$ cat config.mk
export PLATFORM = sky130hd
export DESIGN_NAME = adcc_top
export DESIGN_NICKNAME = d
export VERILOG_FILES = /design/src/adcc_pkg.sv /design/src/adcc_chan_map.sv /design/src/adcc_top.sv
export VERILOG_INCLUDE_DIRS = /design/src
export SDC_FILE = /design/constraint.sdc
export NUM_CORES = 1
export LEC_CHECK = 0
export BUFFER_PORTS_ARGS = -buffer_cell sky130_fd_sc_hd__buf_2
export CAP_MARGIN = 30
export CORE_AREA = 3 3 107 78
export CTS_CLUSTER_SIZE = 24
export DETAILED_ROUTE_END_ITERATION = 8
export DIE_AREA = 0 0 110 81
export GPL_TIMING_DRIVEN = 0
export MAX_ROUTING_LAYER = met4
export PLACE_DENSITY = 0.75
export SYNTH_ARGS = -nofsm -noshare
export SYNTH_HDL_FRONTEND = slang
export SYNTH_HIERARCHICAL = 1
export SYNTH_SLANG_ARGS = --single-unit
$ cat constraint.sdc
create_clock -name clk_i -period 1.8 [get_ports clk_i]
set_input_delay 0.09 -clock clk_i [delete_from_list [all_inputs] [get_ports clk_i]]
set_output_delay 0.09 -clock clk_i [all_outputs]
set_load 0.005 [all_outputs]
$ cat src/adcc_cfg.svh
// Register offsets, field positions, reset values and timing counts for the converter control
// Operation
// - Result is unsigned and exactly 12 bits
// - Ten inputs small variant, thirteen large variant
// - Bits 5..2 pick channel, codes 0..12
// - Codes 13..15 convert a floating input
// - Small variant: codes 5..7 are floating
// - Status bit 1 high while converting
// - Bit 0 enables the converter
// - Bits 7..6 ignore writes, read zero
// - Five registers: two result, three control
// - Control, port config, timing/format roles
`ifndef ADCC_CFG_SVH
`define ADCC_CFG_SVH

// Word-aligned byte addresses on the register bus
`define ADCC_OFS_RESULT_HIGH    4'h0
`define ADCC_OFS_RESULT_LOW     4'h4
`define ADCC_OFS_CONTROL        4'h8
`define ADCC_OFS_PORT_CONFIG    4'hC
`define ADCC_ADDR_W             4

// Field positions in the control register
`define ADCC_ENABLE_BIT         0
`define ADCC_STATUS_BIT         1
`define ADCC_CHSEL_LSB          2
`define ADCC_CHSEL_MSB          5

// Reset values
`define ADCC_CONTROL_RESET      8'h00
`define ADCC_PORT_CONFIG_RESET  8'h00
`define ADCC_TIMING_RESET       8'h00
`define ADCC_TIMING_MASK        8'hBF

// Channel code limits
`define ADCC_LAST_CHANNEL       4'hC
`define ADCC_SMALL_GAP_LO       4'h5
`define ADCC_SMALL_GAP_HI       4'h7

// Timing of one conversion in ns and in cycles of the 5 ns clock
`define ADCC_CLK_PERIOD_NS      5
`define ADCC_CONV_TIME_NS       200
`define ADCC_CONV_CYCLES        ((`ADCC_CONV_TIME_NS + `ADCC_CLK_PERIOD_NS - 1) / `ADCC_CLK_PERIOD_NS)

// Answer for an unmapped address
`define ADCC_UNMAPPED_DATA      32'h00000000

`endif

$ cat src/adcc_pkg.sv
// Types shared by the converter control block
package adcc_pkg;

    // Conversion sequencer states
    typedef enum logic [1:0]
    {
        ADCC_IDLE   = 2'b00,
        ADCC_SAMPLE = 2'b01,
        ADCC_STORE  = 2'b10
    } adcc_state_t;

    // Control register fields
    typedef struct packed
    {
        logic [3:0] channel_select;
        logic       go_busy;
        logic       converter_enable;
    } adcc_control_t;

    // Request to the analog core
    typedef struct packed
    {
        logic       start;
        logic [3:0] channel;
        logic       floating;
    } adcc_core_req_t;

endpackage

$ cat src/adcc_chan_map.sv
// Channel code decoder: marks codes that reach no implemented input
`include "adcc_cfg.svh"

module adcc_chan_map
#(
    parameter bit SMALL_VARIANT = 1'b0      // Ten-input build when set
)
(
    input  wire logic [3:0] code_i,         // Channel code from control register
    output logic            floating_o      // Code selects no implemented input
);

    ////////////////////////////////////////////////////////////////////////////////
    // Decode
    always_comb
    begin
        floating_o = 1'b0;
        if (code_i > `ADCC_LAST_CHANNEL)
        begin
            floating_o = 1'b1;
        end
        else if (SMALL_VARIANT && code_i >= `ADCC_SMALL_GAP_LO
                 && code_i <= `ADCC_SMALL_GAP_HI)
        begin
            floating_o = 1'b1;
        end
    end

endmodule

$ cat src/adcc_top.sv
// Converter control block: Avalon-MM registers, channel select and conversion sequencer
//
// Our own choices: the Avalon-MM slave port and the placing of the registers.
`include "adcc_cfg.svh"

module adcc_top
#(
    parameter bit          SMALL_VARIANT = 1'b0,            // Ten-input build when set
    parameter int unsigned CONV_CYCLES   = `ADCC_CONV_CYCLES // Cycles for one conversion
)
(
    input  wire logic                    clk_i,              // 200 MHz clock
    input  wire logic                    nrst_i,             // Async reset, active low
    // Avalon-MM slave
    input  wire logic [`ADCC_ADDR_W-1:0] avs_address_i,      // Byte address
    input  wire logic                    avs_read_i,         // Read request
    input  wire logic                    avs_write_i,        // Write request
    input  wire logic [31:0]             avs_writedata_i,    // Write data
    input  wire logic [3:0]              avs_byteenable_i,   // Byte lanes
    output logic [31:0]                  avs_readdata_o,     // Read data
    output logic                         avs_waitrequest_o,  // Stall while high, answer not ready
    // Analog core side
    output adcc_pkg::adcc_core_req_t     core_req_o,         // Start pulse, channel, floating
    output logic [7:0]                   port_analog_config_o, // Port pin analog config
    output logic [7:0]                   timing_format_config_o, // Clock/acq/justify config
    input  wire logic [11:0]             core_result_i,      // Sampled level from core
    output logic                         busy_o              // Conversion in progress
);

    ////////////////////////////////////////////////////////////////////////////////
    // Elaboration checks
    if (CONV_CYCLES < 2 || CONV_CYCLES > 4096)
    begin : g_bad_cycles
        $error("CONV_CYCLES out of range");
    end

    localparam logic [12:0] CONV_LAST = 13'(CONV_CYCLES - 1);

    ////////////////////////////////////////////////////////////////////////////////
    // State
    adcc_pkg::adcc_control_t  control;          // Control register fields
    adcc_pkg::adcc_control_t  next_control;
    logic [11:0]              result;           // Stored 12-bit result
    logic [11:0]              next_result;
    logic [7:0]               port_cfg;         // Port analog config
    logic [7:0]               next_port_cfg;
    logic [7:0]               timing_cfg;       // Timing and format config
    logic [7:0]               next_timing_cfg;
    adcc_pkg::adcc_state_t    state;            // Sequencer state
    adcc_pkg::adcc_state_t    next_state;
    logic [12:0]              count;            // Conversion cycle count
    logic [12:0]              next_count;
    logic [3:0]               conv_channel;     // Channel latched at start
    logic [3:0]               next_conv_channel;
    logic                     conv_floating;    // Latched floating flag
    logic                     next_conv_floating;
    logic                     start_pulse;      // One-cycle start to core
    logic                     next_start_pulse;
    logic [31:0]              rdata;            // Registered read data
    logic [31:0]              next_rdata;
    logic                     ack;              // Answer cycle, drops waitrequest
    logic                     next_ack;
    logic                     code_floating;    // Decoder output

    ////////////////////////////////////////////////////////////////////////////////
    // Helpers

    // Control register image, upper bits forced to zero
    function automatic logic [7:0] control_image(input adcc_pkg::adcc_control_t c);
        control_image = {2'b00, c.channel_select, c.go_busy, c.converter_enable};
    endfunction

    // Merge a byte-lane write into an 8-bit register
    function automatic logic [7:0] lane0(input logic [7:0] old, input logic [31:0] wd,
                                         input logic [3:0] be);
        lane0 = be[0] ? wd[7:0] : old;
    endfunction

    ////////////////////////////////////////////////////////////////////////////////
    // Channel decoder
    adcc_chan_map
    #(
        .SMALL_VARIANT (SMALL_VARIANT)
    )
    u_chan_map
    (
        .code_i     (control.channel_select),
        .floating_o (code_floating)
    );

    ////////////////////////////////////////////////////////////////////////////////
    // Bus, registers and sequencer next values
    logic req;
    logic wr_take;
    logic rd_take;
    logic [7:0] wbyte;

    always_comb
    begin
        next_control       = control;
        next_result        = result;
        next_port_cfg      = port_cfg;
        next_timing_cfg    = timing_cfg;
        next_state         = state;
        next_count         = count;
        next_conv_channel  = conv_channel;
        next_conv_floating = conv_floating;
        next_start_pulse   = 1'b0;
        next_rdata         = rdata;
        next_ack           = 1'b0;

        // Answer one cycle after the request; writes commit on that answer edge only
        req     = (avs_read_i || avs_write_i) && !ack;
        wr_take = ack && avs_write_i;
        rd_take = req && avs_read_i && !avs_write_i;
        wbyte   = lane0(control_image(control), avs_writedata_i, avs_byteenable_i);
        if (req)
        begin
            next_ack = 1'b1;
        end

        // Register writes; results are read-only
        if (wr_take)
        begin
            case (avs_address_i)
                `ADCC_OFS_CONTROL:
                begin
                    next_control.converter_enable = wbyte[`ADCC_ENABLE_BIT];
                    next_control.channel_select   =
                        wbyte[`ADCC_CHSEL_MSB:`ADCC_CHSEL_LSB];
                    // Software may set status but never clear it: only the sequencer ends it
                    if (wbyte[`ADCC_STATUS_BIT] && wbyte[`ADCC_ENABLE_BIT]
                        && control.converter_enable && state == adcc_pkg::ADCC_IDLE)
                    begin
                        next_control.go_busy = 1'b1;
                        next_state           = adcc_pkg::ADCC_SAMPLE;
                        next_count           = '0;
                        next_conv_channel    = wbyte[`ADCC_CHSEL_MSB:`ADCC_CHSEL_LSB];
                        next_conv_floating   = 1'b0;
                        next_start_pulse     = 1'b1;
                    end
                end
                `ADCC_OFS_PORT_CONFIG:
                begin
                    next_port_cfg = lane0(port_cfg, avs_writedata_i, avs_byteenable_i);
                end
                4'h0 + 4'h0:
                begin
                    next_port_cfg = port_cfg;
                end
                default:
                begin
                    next_port_cfg = port_cfg;
                end
            endcase
        end

        // Third control register lives in the upper lane of the port-config word
        if (wr_take && avs_address_i == `ADCC_OFS_PORT_CONFIG && avs_byteenable_i[1])
        begin
            next_timing_cfg = avs_writedata_i[15:8] & `ADCC_TIMING_MASK;
        end

        // Register reads
        if (rd_take)
        begin
            case (avs_address_i)
                `ADCC_OFS_RESULT_HIGH: next_rdata = {24'h000000, 4'h0, result[11:8]};
                `ADCC_OFS_RESULT_LOW:  next_rdata = {24'h000000, result[7:0]};
                `ADCC_OFS_CONTROL:     next_rdata = {24'h000000, control_image(control)};
                `ADCC_OFS_PORT_CONFIG: next_rdata = {16'h0000, timing_cfg, port_cfg};
                default:               next_rdata = `ADCC_UNMAPPED_DATA;
            endcase
        end

        // Conversion sequencer
        case (state)
            adcc_pkg::ADCC_IDLE:
            begin
                // Waits for a start write, which has already cleared the count
            end
            adcc_pkg::ADCC_SAMPLE:
            begin
                // Floating flag taken from decoder one cycle after start
                if (count == 13'h0000)
                begin
                    next_conv_floating = code_floating;
                end
                if (!control.converter_enable)
                begin
                    // Turning off aborts; no result is stored
                    next_state           = adcc_pkg::ADCC_IDLE;
                    next_control.go_busy = 1'b0;
                end
                else if (count == CONV_LAST)
                begin
                    next_state = adcc_pkg::ADCC_STORE;
                end
                else
                begin
                    next_count = count + 13'h0001;
                end
            end
            adcc_pkg::ADCC_STORE:
            begin
                next_result          = core_result_i;
                next_control.go_busy = 1'b0;
                next_state           = adcc_pkg::ADCC_IDLE;
            end
            default:
            begin
                next_state = adcc_pkg::ADCC_IDLE;
            end
        endcase
    end

    ////////////////////////////////////////////////////////////////////////////////
    // Registers
    always_ff @(posedge clk_i or negedge nrst_i)
    begin
        if (!nrst_i)
        begin
            control       <= adcc_pkg::adcc_control_t'(6'(`ADCC_CONTROL_RESET));
            result        <= 12'h000;
            port_cfg      <= `ADCC_PORT_CONFIG_RESET;
            timing_cfg    <= `ADCC_TIMING_RESET;
            state         <= adcc_pkg::ADCC_IDLE;
            count         <= 13'h0000;
            conv_channel  <= 4'h0;
            conv_floating <= 1'b0;
            start_pulse   <= 1'b0;
            rdata         <= 32'h00000000;
            ack           <= 1'b0;
        end
        else
        begin
            control       <= next_control;
            result        <= next_result;
            port_cfg      <= next_port_cfg;
            timing_cfg    <= next_timing_cfg;
            state         <= next_state;
            count         <= next_count;
            conv_channel  <= next_conv_channel;
            conv_floating <= next_conv_floating;
            start_pulse   <= next_start_pulse;
            rdata         <= next_rdata;
            ack           <= next_ack;
        end
    end

    ////////////////////////////////////////////////////////////////////////////////
    // Outputs, all from flip-flops
    assign avs_readdata_o         = rdata;
    assign avs_waitrequest_o      = !ack;
    assign core_req_o.start       = start_pulse;
    assign core_req_o.channel     = conv_channel;
    assign core_req_o.floating    = conv_floating;
    assign port_analog_config_o   = port_cfg;
    assign timing_format_config_o = timing_cfg;
    assign busy_o                 = control.go_busy;

endmodule

==> results of run 1 <==
## cell families (layout without fill, tap and decap cells)
logic type,after synthesis,in the layout,share of synthesized area
other,1,18,0.00111
DFF,70,70,0.519
and+or+nand+nor,80,80,0.121
muxes,47,47,0.167
adders and majority gates,5,5,0.0185
buffers and inverters,38,164,0.0660
AOI/OAI and AO/OA,44,44,0.0938
xor gates and xnor gates,5,5,0.0130
## per-layer routing
| layer | track usage | vias to the layer above |
|---|---|---|
| met4 | 0.0635 | 0 |
| met5 | - | - |
| li1 | - | 1276 |
| met3 | 0.0572 | 17 |
| met1 | 0.258 | 1290 |
| met2 | 0.294 | 99 |
## cells in the final DEF (no fill, tap or decap), types with 2 or more instances in the layout
master	instances
a21oi_1	2
a21oi_4	2
a221o_2	2
a22o_1	9
and2_1	2
buf_2	73
buf_4	34
buf_6	2
bufinv_16	3
clkbuf_1	8
clkbuf_8	10
conb_1	18
dfrtp_1	67
dfrtp_2	3
dlygate4sd3_1	24
ha_1	4
inv_1	4
inv_2	3
mux2_2	34
mux2i_1	8
mux4_2	4
nand2_1	30
nand2b_1	2
nand3_1	6
nand4_1	6
nor2_1	9
nor2_2	2
nor3_1	4
nor4_1	3
o21ai_0	15
o21ai_1	3
or2_2	2
or3_1	4
or4_4	3
xnor2_1	4
## cell type report
| type | count | area, µm² |
|---|---|---|
| repair buffers | 110 | 709 |
| clock buffers | 11 | 141 |
| multi-input cells | 199 | 1520 |
| clock inverters | 5 | 106 |
| flip-flops and latches | 70 | 1760 |
| plain buffers | 31 | 205 |
| inverters | 7 | 26.3 |
| fillers | 582 | 2730 |
| well taps | 98 | 123 |
## cells in the mapped netlist (2+ instances only)
library cell and n:
dfrtp_1 70, mux2_2 35, nand2_1 30, buf_4 21, o21ai_0 18, nor2_1 12, a22o_1 9, clkbuf_1 8
mux2i_1 8, inv_1 7, nand3_1 7, nand4_1 6, ha_1 5, nor3_1 5, mux4_2 4, or3_1 4
xnor2_1 4, nor4_1 3, a21oi_1 2, a221o_2 2, and2_1 2, nand2b_1 2, or2_2 2, or4_4 2
## flip-flops by register name, summed over array words and instances (netlist names)
register and count:
ack 1, conv_floating 1, conv_channel 4, busy_o 1
start_pulse 1, count 13, timing_format_config_o 7, state 2
result 12, avs_readdata_o 15, port_analog_config_o 8, control 5
## where the power goes
| group | internal, µW | switching, µW | leakage, µW | total (µW) |
|---|---|---|---|---|
| registers | 1650 | 68.2 | 0.000923 | 1720 |
| clock network | 961 | 593 | 0.000120 | 1550 |
| logic | 216 | 170 | 0.00123 | 385 |
## worst max path at each step
stage,startpoint,endpoint,cells after the start
after floorplan,count[9]$_DFF_PN0_,count[11]$_DFF_PN0_,4
after global placement,count[3]$_DFF_PN0_,count[11]$_DFF_PN0_,4
after detailed placement,count[9]$_DFF_PN0_,count[11]$_DFF_PN0_,4
after CTS,count[4]$_DFF_PN0_,count[3]$_DFF_PN0_,4
after global routing,count[3]$_DFF_PN0_,count[3]$_DFF_PN0_,4
final,count[9]$_DFF_PN0_,count[3]$_DFF_PN0_,5
## worst reg2reg max path, cell delays in order (launching register included)
cell and delay (ns):
dfrtp_1 0.41, or4_4 0.59, nor4_4 0.39, buf_4 0.19, nor4_1 0.05, a221o_2 0.30
## through the flow
stage / total power (µW) / TNS, ns
6_report: 3660 / -2.47
5_1_grt: 3810 / -3.18
4_1_cts: 3680 / -2.38
3_5_place_dp: 2080 / -5.65
3_3_place_gp: 2070 / -4.84
2_1_floorplan: 1910 / -1.30
## repair_timing
| item | 4_1_cts | 5_1_grt |
|---|---|---|
| resized for setup | 9 | 19 |
| pin swaps | 11 | 7 |
| hold buffers | 24 | 0 |
| buffers inserted | 6 | 7 |
| hold endpoints to repair | 94 | 0 |
| setup endpoints to repair | 15 | 32 |
==> flow_summary.toml, run 1 <==
[worst_setup_path]
endpoint_kind = "flip-flop"
crit_type = "flip-flop to flip-flop"
crit_arrival_ns = 2.27
crit_chain = "or4_4 -> nor4_4 -> buf_4 -> nor4_1 -> a221o_2"
cp_num_buf_inv = 1
required_ns = 2.03
ff2ff_setup_slack_ns = -0.24
path_max_fanout = 4
r2r_cells = 5
rr_endpoint = "count[3]$_DFF_PN0_"
slowest_stage = "or4_4"
crit_family = "simple AND/OR/NAND/NOR gates"
cp_slowest_stage_delay_ns = 0.59
regToRegStartpoint = "count[9]$_DFF_PN0_"
crit_path_start_kind = "flip-flop"

[cells_and_area]
fin_cells = 531
drive_gt1_frac = 0.434
syn_to_final_growth_pct = 35.9
final_core_util = 0.627
nNetsFinal = 489
antennaDiodeCount = 0
final_area_um2 = 4590

[routing]
ant_nets = 0
wl_per_cell_um = 15.5
routed_wl_um = 8230
wl_met1_um = 3680
met3_length_um = 571
routed.top_layer = "met4"
vias = 2682
via_per_inst = 5.05
drtIter0Drc = 114
first_pass_iters = 4
drc_errors = 0
dr_wl_met2_um = 3830

[die]
dieArea_um2 = 8910
initial_core_util = 0.461
num_rows = 26
die_width_um = 110
die_y_um = 81
ioPinCount = 112
coreArea_um2 = 7320

[hold_path]
min_delay_worst_endpoint = "port_analog_config_o[4]$_DFFE_PN0P_"
min_from = "avs_writedata_i[4]"
min_path_cells = 2
hp-class = "primary input to flip-flop"

[clock_network]
numClockSinks = 70
ctsHtreeMaxLevel = 3
path_clk_slew_ns = 0.07
cts_max_path_buffers = 2
worstSkewPairLatency_ns = 0.35
cts_root_buffer = "clkbuf_8"
cts_buffers = 9
cts_tree = "yes"

[power_and_ir_drop]
p_leak_uw = 0.00227
p_per_area_nw_per_um2 = 797
ir_drop_v = 0.000493

[timing]
finalCritPeriodShare = 1.14
max_slew.worst_pin.slew_ns = 0.884
rsz0062_at_grt = "true"
hold_viol_final = 0
slew_viol_final = 0
setup_viol = 14
maxSlewHeadroom = 0.411
fmax_mhz = 489
fin_skew_ns = 0.00858
fin_crit_ns = 2.04
holdWs_ns = 0.00934
setup_ws_ns = -0.244

[logic_synthesis]
yosys_warnings = 6
ys_async_sr_fraction = 1.00
synth.avg_cell_area_um2 = 11.6
yosys.area.top_type = "dfrtp_1"
synth_edf_count = 0
synth_ff_type = "dfrtp_1"
syn-cell-area_um2 = 3370
ys_types = 46
synth-seq-cells = 70
syn_inst = 290
ys_seq_area_frac = 0.519
netlist.area_leader.share = 0.519
synth.area.top_cells = "dfrtp_1 (52%), mux2_2 (12%), buf_4 (4.7%), nand2_1 (3.3%), o21ai_0 (2.7%)"

[placement]
dp.cells = 478
dp_hpwl_um = 5680
place_congestion = 0.883
portBuffers = 73
placed_area_um2 = 3930
place_ws_ns = -0.282

[grt]
grt_pass1_wl_um = 12800
grt-ovfl-total = 0
grt_pass1_vias = 2557
antenna_found_initial = 0
grt_util_all_layers = 0.196
grt_max_degree = 71

[outcome]
status = "finished with violations"
violations = "setup timing"

[flow_run]
cap_violations = 0
No activity file was read; power rests on OpenSTA's default activity.
==> inputs of run 2 (changes only) <==
--- a/config.mk
+++ b/config.mk
@@ -8,13 +8,14 @@
 export LEC_CHECK = 0
 export BUFFER_PORTS_ARGS = -buffer_cell sky130_fd_sc_hd__buf_2
 export CAP_MARGIN = 30
-export CORE_AREA = 3 3 107 78
+export CORE_AREA = 3 3 114 83
 export CTS_CLUSTER_SIZE = 24
 export DETAILED_ROUTE_END_ITERATION = 8
-export DIE_AREA = 0 0 110 81
+export DIE_AREA = 0 0 117 86
 export GPL_TIMING_DRIVEN = 0
 export MAX_ROUTING_LAYER = met4
-export PLACE_DENSITY = 0.75
+export PLACE_DENSITY = 0.67
+export SKIP_CTS_REPAIR_TIMING = 1
 export SYNTH_ARGS = -nofsm -noshare
 export SYNTH_HDL_FRONTEND = slang
 export SYNTH_HIERARCHICAL = 1
==> run 2 against run 1 <==
Compared with the run above: the run ends with hold timing, setup timing left; via count shrank 1.5%; clock-buffer cell count grew 1; first-iteration DRC count grew 14%; worst hold slack lost 0.014 ns; critical endpoint is now count[8]$_DFF_PN0_; largest power group unchanged.
==> flow_summary.toml, run 2 (synthesized netlist as in run 1, its figures left out) <==
[worst_setup_path]
crit_arrival_ns = 2.31
endpoint_kind = "flip-flop"
cp_num_buf_inv = 2
crit_chain = "or4_4 -> buf_4 -> nor4_4 -> buf_4 -> nor3_1 -> a221o_2"
cp.depth = 6
path_common_cell = "buf_4"
crit_type = "flip-flop to flip-flop"
r2r_cells = 6
regToRegStartpoint = "count[4]$_DFF_PN0_"
slowest_stage = "or4_4"
cp_slowest_stage_delay_ns = 0.55
crit_family = "simple AND/OR/NAND/NOR gates"
rr_endpoint = "count[8]$_DFF_PN0_"
required_ns = 2.01
ff2ff_setup_slack_ns = -0.30
path_max_fanout = 4
crit_path_start_kind = "flip-flop"

[cells_and_area]
nNetsFinal = 475
fillerInstances = 758
ff_latch_area_um2 = 1760
antennaDiodeCount = 0
multi_input_area_um2 = 1520
layout_common_cells = "buf_2 (73), dfrtp_1 (67), buf_4 (35), mux2_2 (34), nand2_1 (30)"
fin_cells = 524
layout_commonest_cell = "buf_2"
drive_gt1_frac = 0.446
largest_register_ff_count = 15
syn_to_final_growth_pct = 32.5
final_core_util = 0.532

[power_and_ir_drop]
seqPwrFrac = 0.470
swShare = 0.233
comb_power_share = 0.096
p_per_area_nw_per_um2 = 819
internal_power_uw = 2810
p_clk_frac = 0.434
power.switching_uw = 854
p_leak_uw = 0.00223
ir_drop_v = 0.000380

[placement]
dp_hpwl_um = 5770
place_congestion = 0.973
place_ws_ns = -0.281
dp.cells = 485
portBuffers = 73

[timing]
hold_viol_final = 1
maxSlewHeadroom = 0.415
setup_ws_ns = -0.299
finalCritPeriodShare = 1.17
tns_ns = -3.37
holdWs_ns = -0.00475
slew_viol_final = 0
fin_crit_ns = 2.10
fmax_mhz = 476
max_slew.worst_pin.slew_ns = 0.877
fin_skew_ns = 0.00430
setup_viol = 15
rsz0062_at_grt = "true"

[grt]
grt_util_all_layers = 0.166
grt-ovfl-total = 0
grt_max_degree = 71
grt_pass1_vias = 2411
grt_pass1_wl_um = 12300
antenna_found_initial = 0

[routing]
drtIter0Drc = 130
ant_nets = 0
wl_per_cell_um = 15.0
drc_errors = 0
vias = 2643
routed_wl_um = 7880
via_per_inst = 5.04
first_pass_iters = 5

[clock_network]
worstSkewPairLatency_ns = 0.32
numClockSinks = 70
path_clk_slew_ns = 0.05
cts_tree = "yes"
ctsHtreeMaxLevel = 3
cts_buffers = 9
cts_max_path_buffers = 2
cts_root_buffer = "clkbuf_16"

[hold_path]
min_from = "avs_writedata_i[8]"
min_delay_worst_endpoint = "timing_format_config_o[0]$_DFFE_PN0P_"
hp-class = "primary input to flip-flop"
min_path_cells = 2

[die]
coreArea_um2 = 8410
ioPinCount = 112
num_rows = 28
initial_core_util = 0.401
die_y_um = 86
die_width_um = 117
dieArea_um2 = 10100

[flow_run]
cap_violations = 0

[outcome]
violations = "hold timing, setup timing"
status = "finished with violations"
## run 2: cell type report
type                            count  share of cell area
Clock inverter                      4             0.00504
Inverter                            7             0.00588
Multi-Input combinational cell    199               0.340
Tap cell                          105              0.0294
Sequential cell                    70               0.393
Clock buffer                       12              0.0551
Buffer                             31              0.0459
Timing Repair Buffer               96               0.126
## run 2: worst max-delay path by stage
stage	start	end	slack, ns
after floorplan	count[9]$_DFF_PN0_	count[11]$_DFF_PN0_	-0.14
after detailed placement	count[3]$_DFF_PN0_	count[11]$_DFF_PN0_	-0.28
final	count[4]$_DFF_PN0_	count[8]$_DFF_PN0_	-0.30
after global placement	count[3]$_DFF_PN0_	count[11]$_DFF_PN0_	-0.26
after CTS	count[3]$_DFF_PN0_	count[11]$_DFF_PN0_	-0.30
after global routing	count[4]$_DFF_PN0_	count[8]$_DFF_PN0_	-0.33
## run 2: layer usage
layer / GRT usage / up-vias / routed length (µm)
li1: - / 1259 / -
met1: 0.238 / 1282 / 3750
met2: 0.224 / 87 / 3490
met3: 0.0430 / 15 / 457
met4: 0.0604 / 0 / 175
met5: - / - / 0
## run 2: power groups by stage
stage | Combinational (µW) | Sequential (µW) | Clock, µW
after floorplan | 170 | 1740 | 0
after global placement | 330 | 1750 | 0
after detailed placement | 335 | 1750 | 0
after CTS | 337 | 1720 | 1620
after global routing | 398 | 1730 | 1690
final | 353 | 1720 | 1590
## run 2: worst reg2reg max path: cells and delay by family (launching register included)
kind                   cells  cell delay, ns
AND/OR/NAND/NOR            3            0.89
flip-flops                 1            0.43
buffers and inverters      2            0.35
AO/OA/AOI/OAI              1            0.30
## run 2: through the flow
stage	power [µW]	area (µm²)	hold WS, ns
2_1_floorplan	1910	3440	-0.206
3_3_place_gp	2080	3940	0.324
3_5_place_dp	2080	3940	0.272
4_1_cts	3680	4210	-0.0738
5_1_grt	3820	4470	0.000628
6_report	3660	4470	-0.00475
==> inputs of run 3 (changes only) <==
--- a/config.mk
+++ b/config.mk
@@ -8,13 +8,15 @@
 export LEC_CHECK = 0
 export BUFFER_PORTS_ARGS = -buffer_cell sky130_fd_sc_hd__buf_2
 export CAP_MARGIN = 30
-export CORE_AREA = 3 3 114 83
+export CELL_PAD_IN_SITES_DETAIL_PLACEMENT = 0
+export CELL_PAD_IN_SITES_GLOBAL_PLACEMENT = 1
+export CORE_AREA = 3 3 122 89
 export CTS_CLUSTER_SIZE = 24
 export DETAILED_ROUTE_END_ITERATION = 8
-export DIE_AREA = 0 0 117 86
+export DIE_AREA = 0 0 125 92
 export GPL_TIMING_DRIVEN = 0
 export MAX_ROUTING_LAYER = met4
-export PLACE_DENSITY = 0.67
+export PLACE_DENSITY_LB_ADDON = 0.1
 export SKIP_CTS_REPAIR_TIMING = 1
 export SYNTH_ARGS = -nofsm -noshare
 export SYNTH_HDL_FRONTEND = slang
==> run 3 against run 2 <==
Compared with the run above: the flow still finishes with violations (hold timing, setup timing); global-route usage down 1.6 points; die area up 14%; sequential cell count unchanged; highest routed layer unchanged.
==> flow_summary.toml, run 3 (synthesized netlist as in run 1, its figures left out) <==
[power_and_ir_drop]
power.switching_uw = 884
comb_power_share = 0.097
swShare = 0.232
ir_drop_v = 0.000411
p_per_area_nw_per_um2 = 839
p_clk_frac = 0.452
p_leak_uw = 0.00225
seqPwrFrac = 0.451
total_power_uw = 3820
internal_power_uw = 2930

[cells_and_area]
drive_gt1_frac = 0.420
multi_input_area_um2 = 1500
layout_commonest_cell = "buf_2"
final_core_util = 0.469
nNetsFinal = 477
ff_latch_area_um2 = 1750
fillerInstances = 930
fin_cells = 549
largest_register_ff_count = 15
antennaDiodeCount = 0
syn_to_final_growth_pct = 34.7
layout_common_cells = "buf_2 (74), dfrtp_1 (68), mux2_2 (34), nand2_1 (30), buf_4 (29)"
final_area_um2 = 4550

[placement]
dp_hpwl_um = 6080
placed_area_um2 = 4000
place_congestion = 0.819
portBuffers = 73
dp.cells = 509

[worst_setup_path]
path_common_cell = "or4_4"
path_max_fanout = 6
endpoint_kind = "flip-flop"
r2r_cells = 4
crit_chain = "or4_4 -> or4_4 -> a21oi_4 -> a221o_2"
crit_arrival_ns = 2.37
crit_type = "flip-flop to flip-flop"
crit_path_start_kind = "flip-flop"
cp_slowest_stage_delay_ns = 0.59
required_ns = 2.07
slowest_stage = "or4_4"

[grt]
grt_pass1_wl_um = 13100
grt_pass1_vias = 2411
antenna_found_initial = 0
grt-ovfl-total = 0
grt_max_degree = 61
grt_util_all_layers = 0.149

[die]
initial_core_util = 0.348
ioPinCount = 112
dieArea_um2 = 11500
die_y_um = 92
coreArea_um2 = 9680
die_width_um = 125
num_rows = 30

[flow_run]
cap_violations = 0

[timing]
max_slew.worst_pin.slew_ns = 0.663
setup_viol = 14
setup_ws_ns = -0.306
tns_ns = -3.12
fin_crit_ns = 2.11
fmax_mhz = 475
holdWs_ns = -0.00720
hold_viol_final = 3
slew_viol_final = 0
fin_skew_ns = 0.00505
rsz0062_at_grt = "true"
finalCritPeriodShare = 1.17
maxSlewHeadroom = 0.558

[routing]
routed_wl_um = 8270
first_pass_iters = 4
drtIter0Drc = 114
vias = 2550
via_per_inst = 4.64
drc_errors = 0
wl_per_cell_um = 15.1
ant_nets = 0

[outcome]
status = "finished with violations"
violations = "hold timing, setup timing"

[clock_network]
cts_tree = "yes"
path_clk_slew_ns = 0.06
worstSkewPairLatency_ns = 0.33
cts_buffers = 9
cts_root_buffer = "clkbuf_16"
cts_max_path_buffers = 2
numClockSinks = 70
ctsHtreeMaxLevel = 3

[hold_path]
hp-class = "primary input to flip-flop"
min_path_cells = 2
-- run 3: final cells by class --
cell class	instances	area share
multi-input cells	199	0.329
clock inverters	6	0.0138
clock buffers	10	0.0504
plain buffers	31	0.0438
flip-flops and latches	70	0.386
well taps	128	0.0352
inverters	7	0.00578
repair buffers	98	0.136
-- run 3: through the flow --
stage	hold WS, ns	worst slack [ns]
floorplan	-0.206	-0.142
global placement	0.324	-0.351
detailed placement	-0.0539	-0.388
CTS	-0.413	-0.295
global route	0.000673	-0.349
finish	-0.00720	-0.306
-- run 3: critical path: cells and delay by family (launching register included) --
| family | cells | cell delay [ns] |
|---|---|---|
| AOI/OAI and AO/OA | 2 | 0.46 |
| DFF | 1 | 0.44 |
| and+or+nand+nor | 2 | 1.14 |
-- run 3: final timing paths --
kind	slack [ns]	startpoint	to
setup / recovery	-0.31	count[4]$_DFF_PN0_	count[3]$_DFF_PN0_
hold / removal	-0.007	avs_writedata_i[13]	timing_format_config_o[5]$_DFFE_PN0P_
hold reg to reg	0.47	avs_readdata_o[15]$_DFFE_PN0P_	avs_readdata_o[15]$_DFFE_PN0P_
setup reg to reg	-0.31	count[4]$_DFF_PN0_	count[3]$_DFF_PN0_
min in group asynchronous	0.14	nrst_i	result[4]$_DFFE_PN0N_
max in group asynchronous	1.10	nrst_i	control[4]$_DFFE_PN0P_
-- run 3: power by group through the flow --
| stage | clock network (µW) | logic (µW) | registers, µW |
|---|---|---|---|
| final | 1730 | 371 | 1720 |
| after detailed placement | 0 | 347 | 1750 |
| after global placement | 0 | 338 | 1750 |
| after global routing | 1850 | 418 | 1730 |
| after CTS | 1780 | 348 | 1720 |
| after floorplan | 0 | 170 | 1740 |
-- run 3: layer usage --
metal  share of wire  GRT usage  vias to the layer above
met5               0          -                        -
met4           0.011     0.0433                        0
met3           0.054     0.0501                       11
met2            0.42      0.196                       65
met1            0.51      0.217                     1222
li1                -          -                     1252
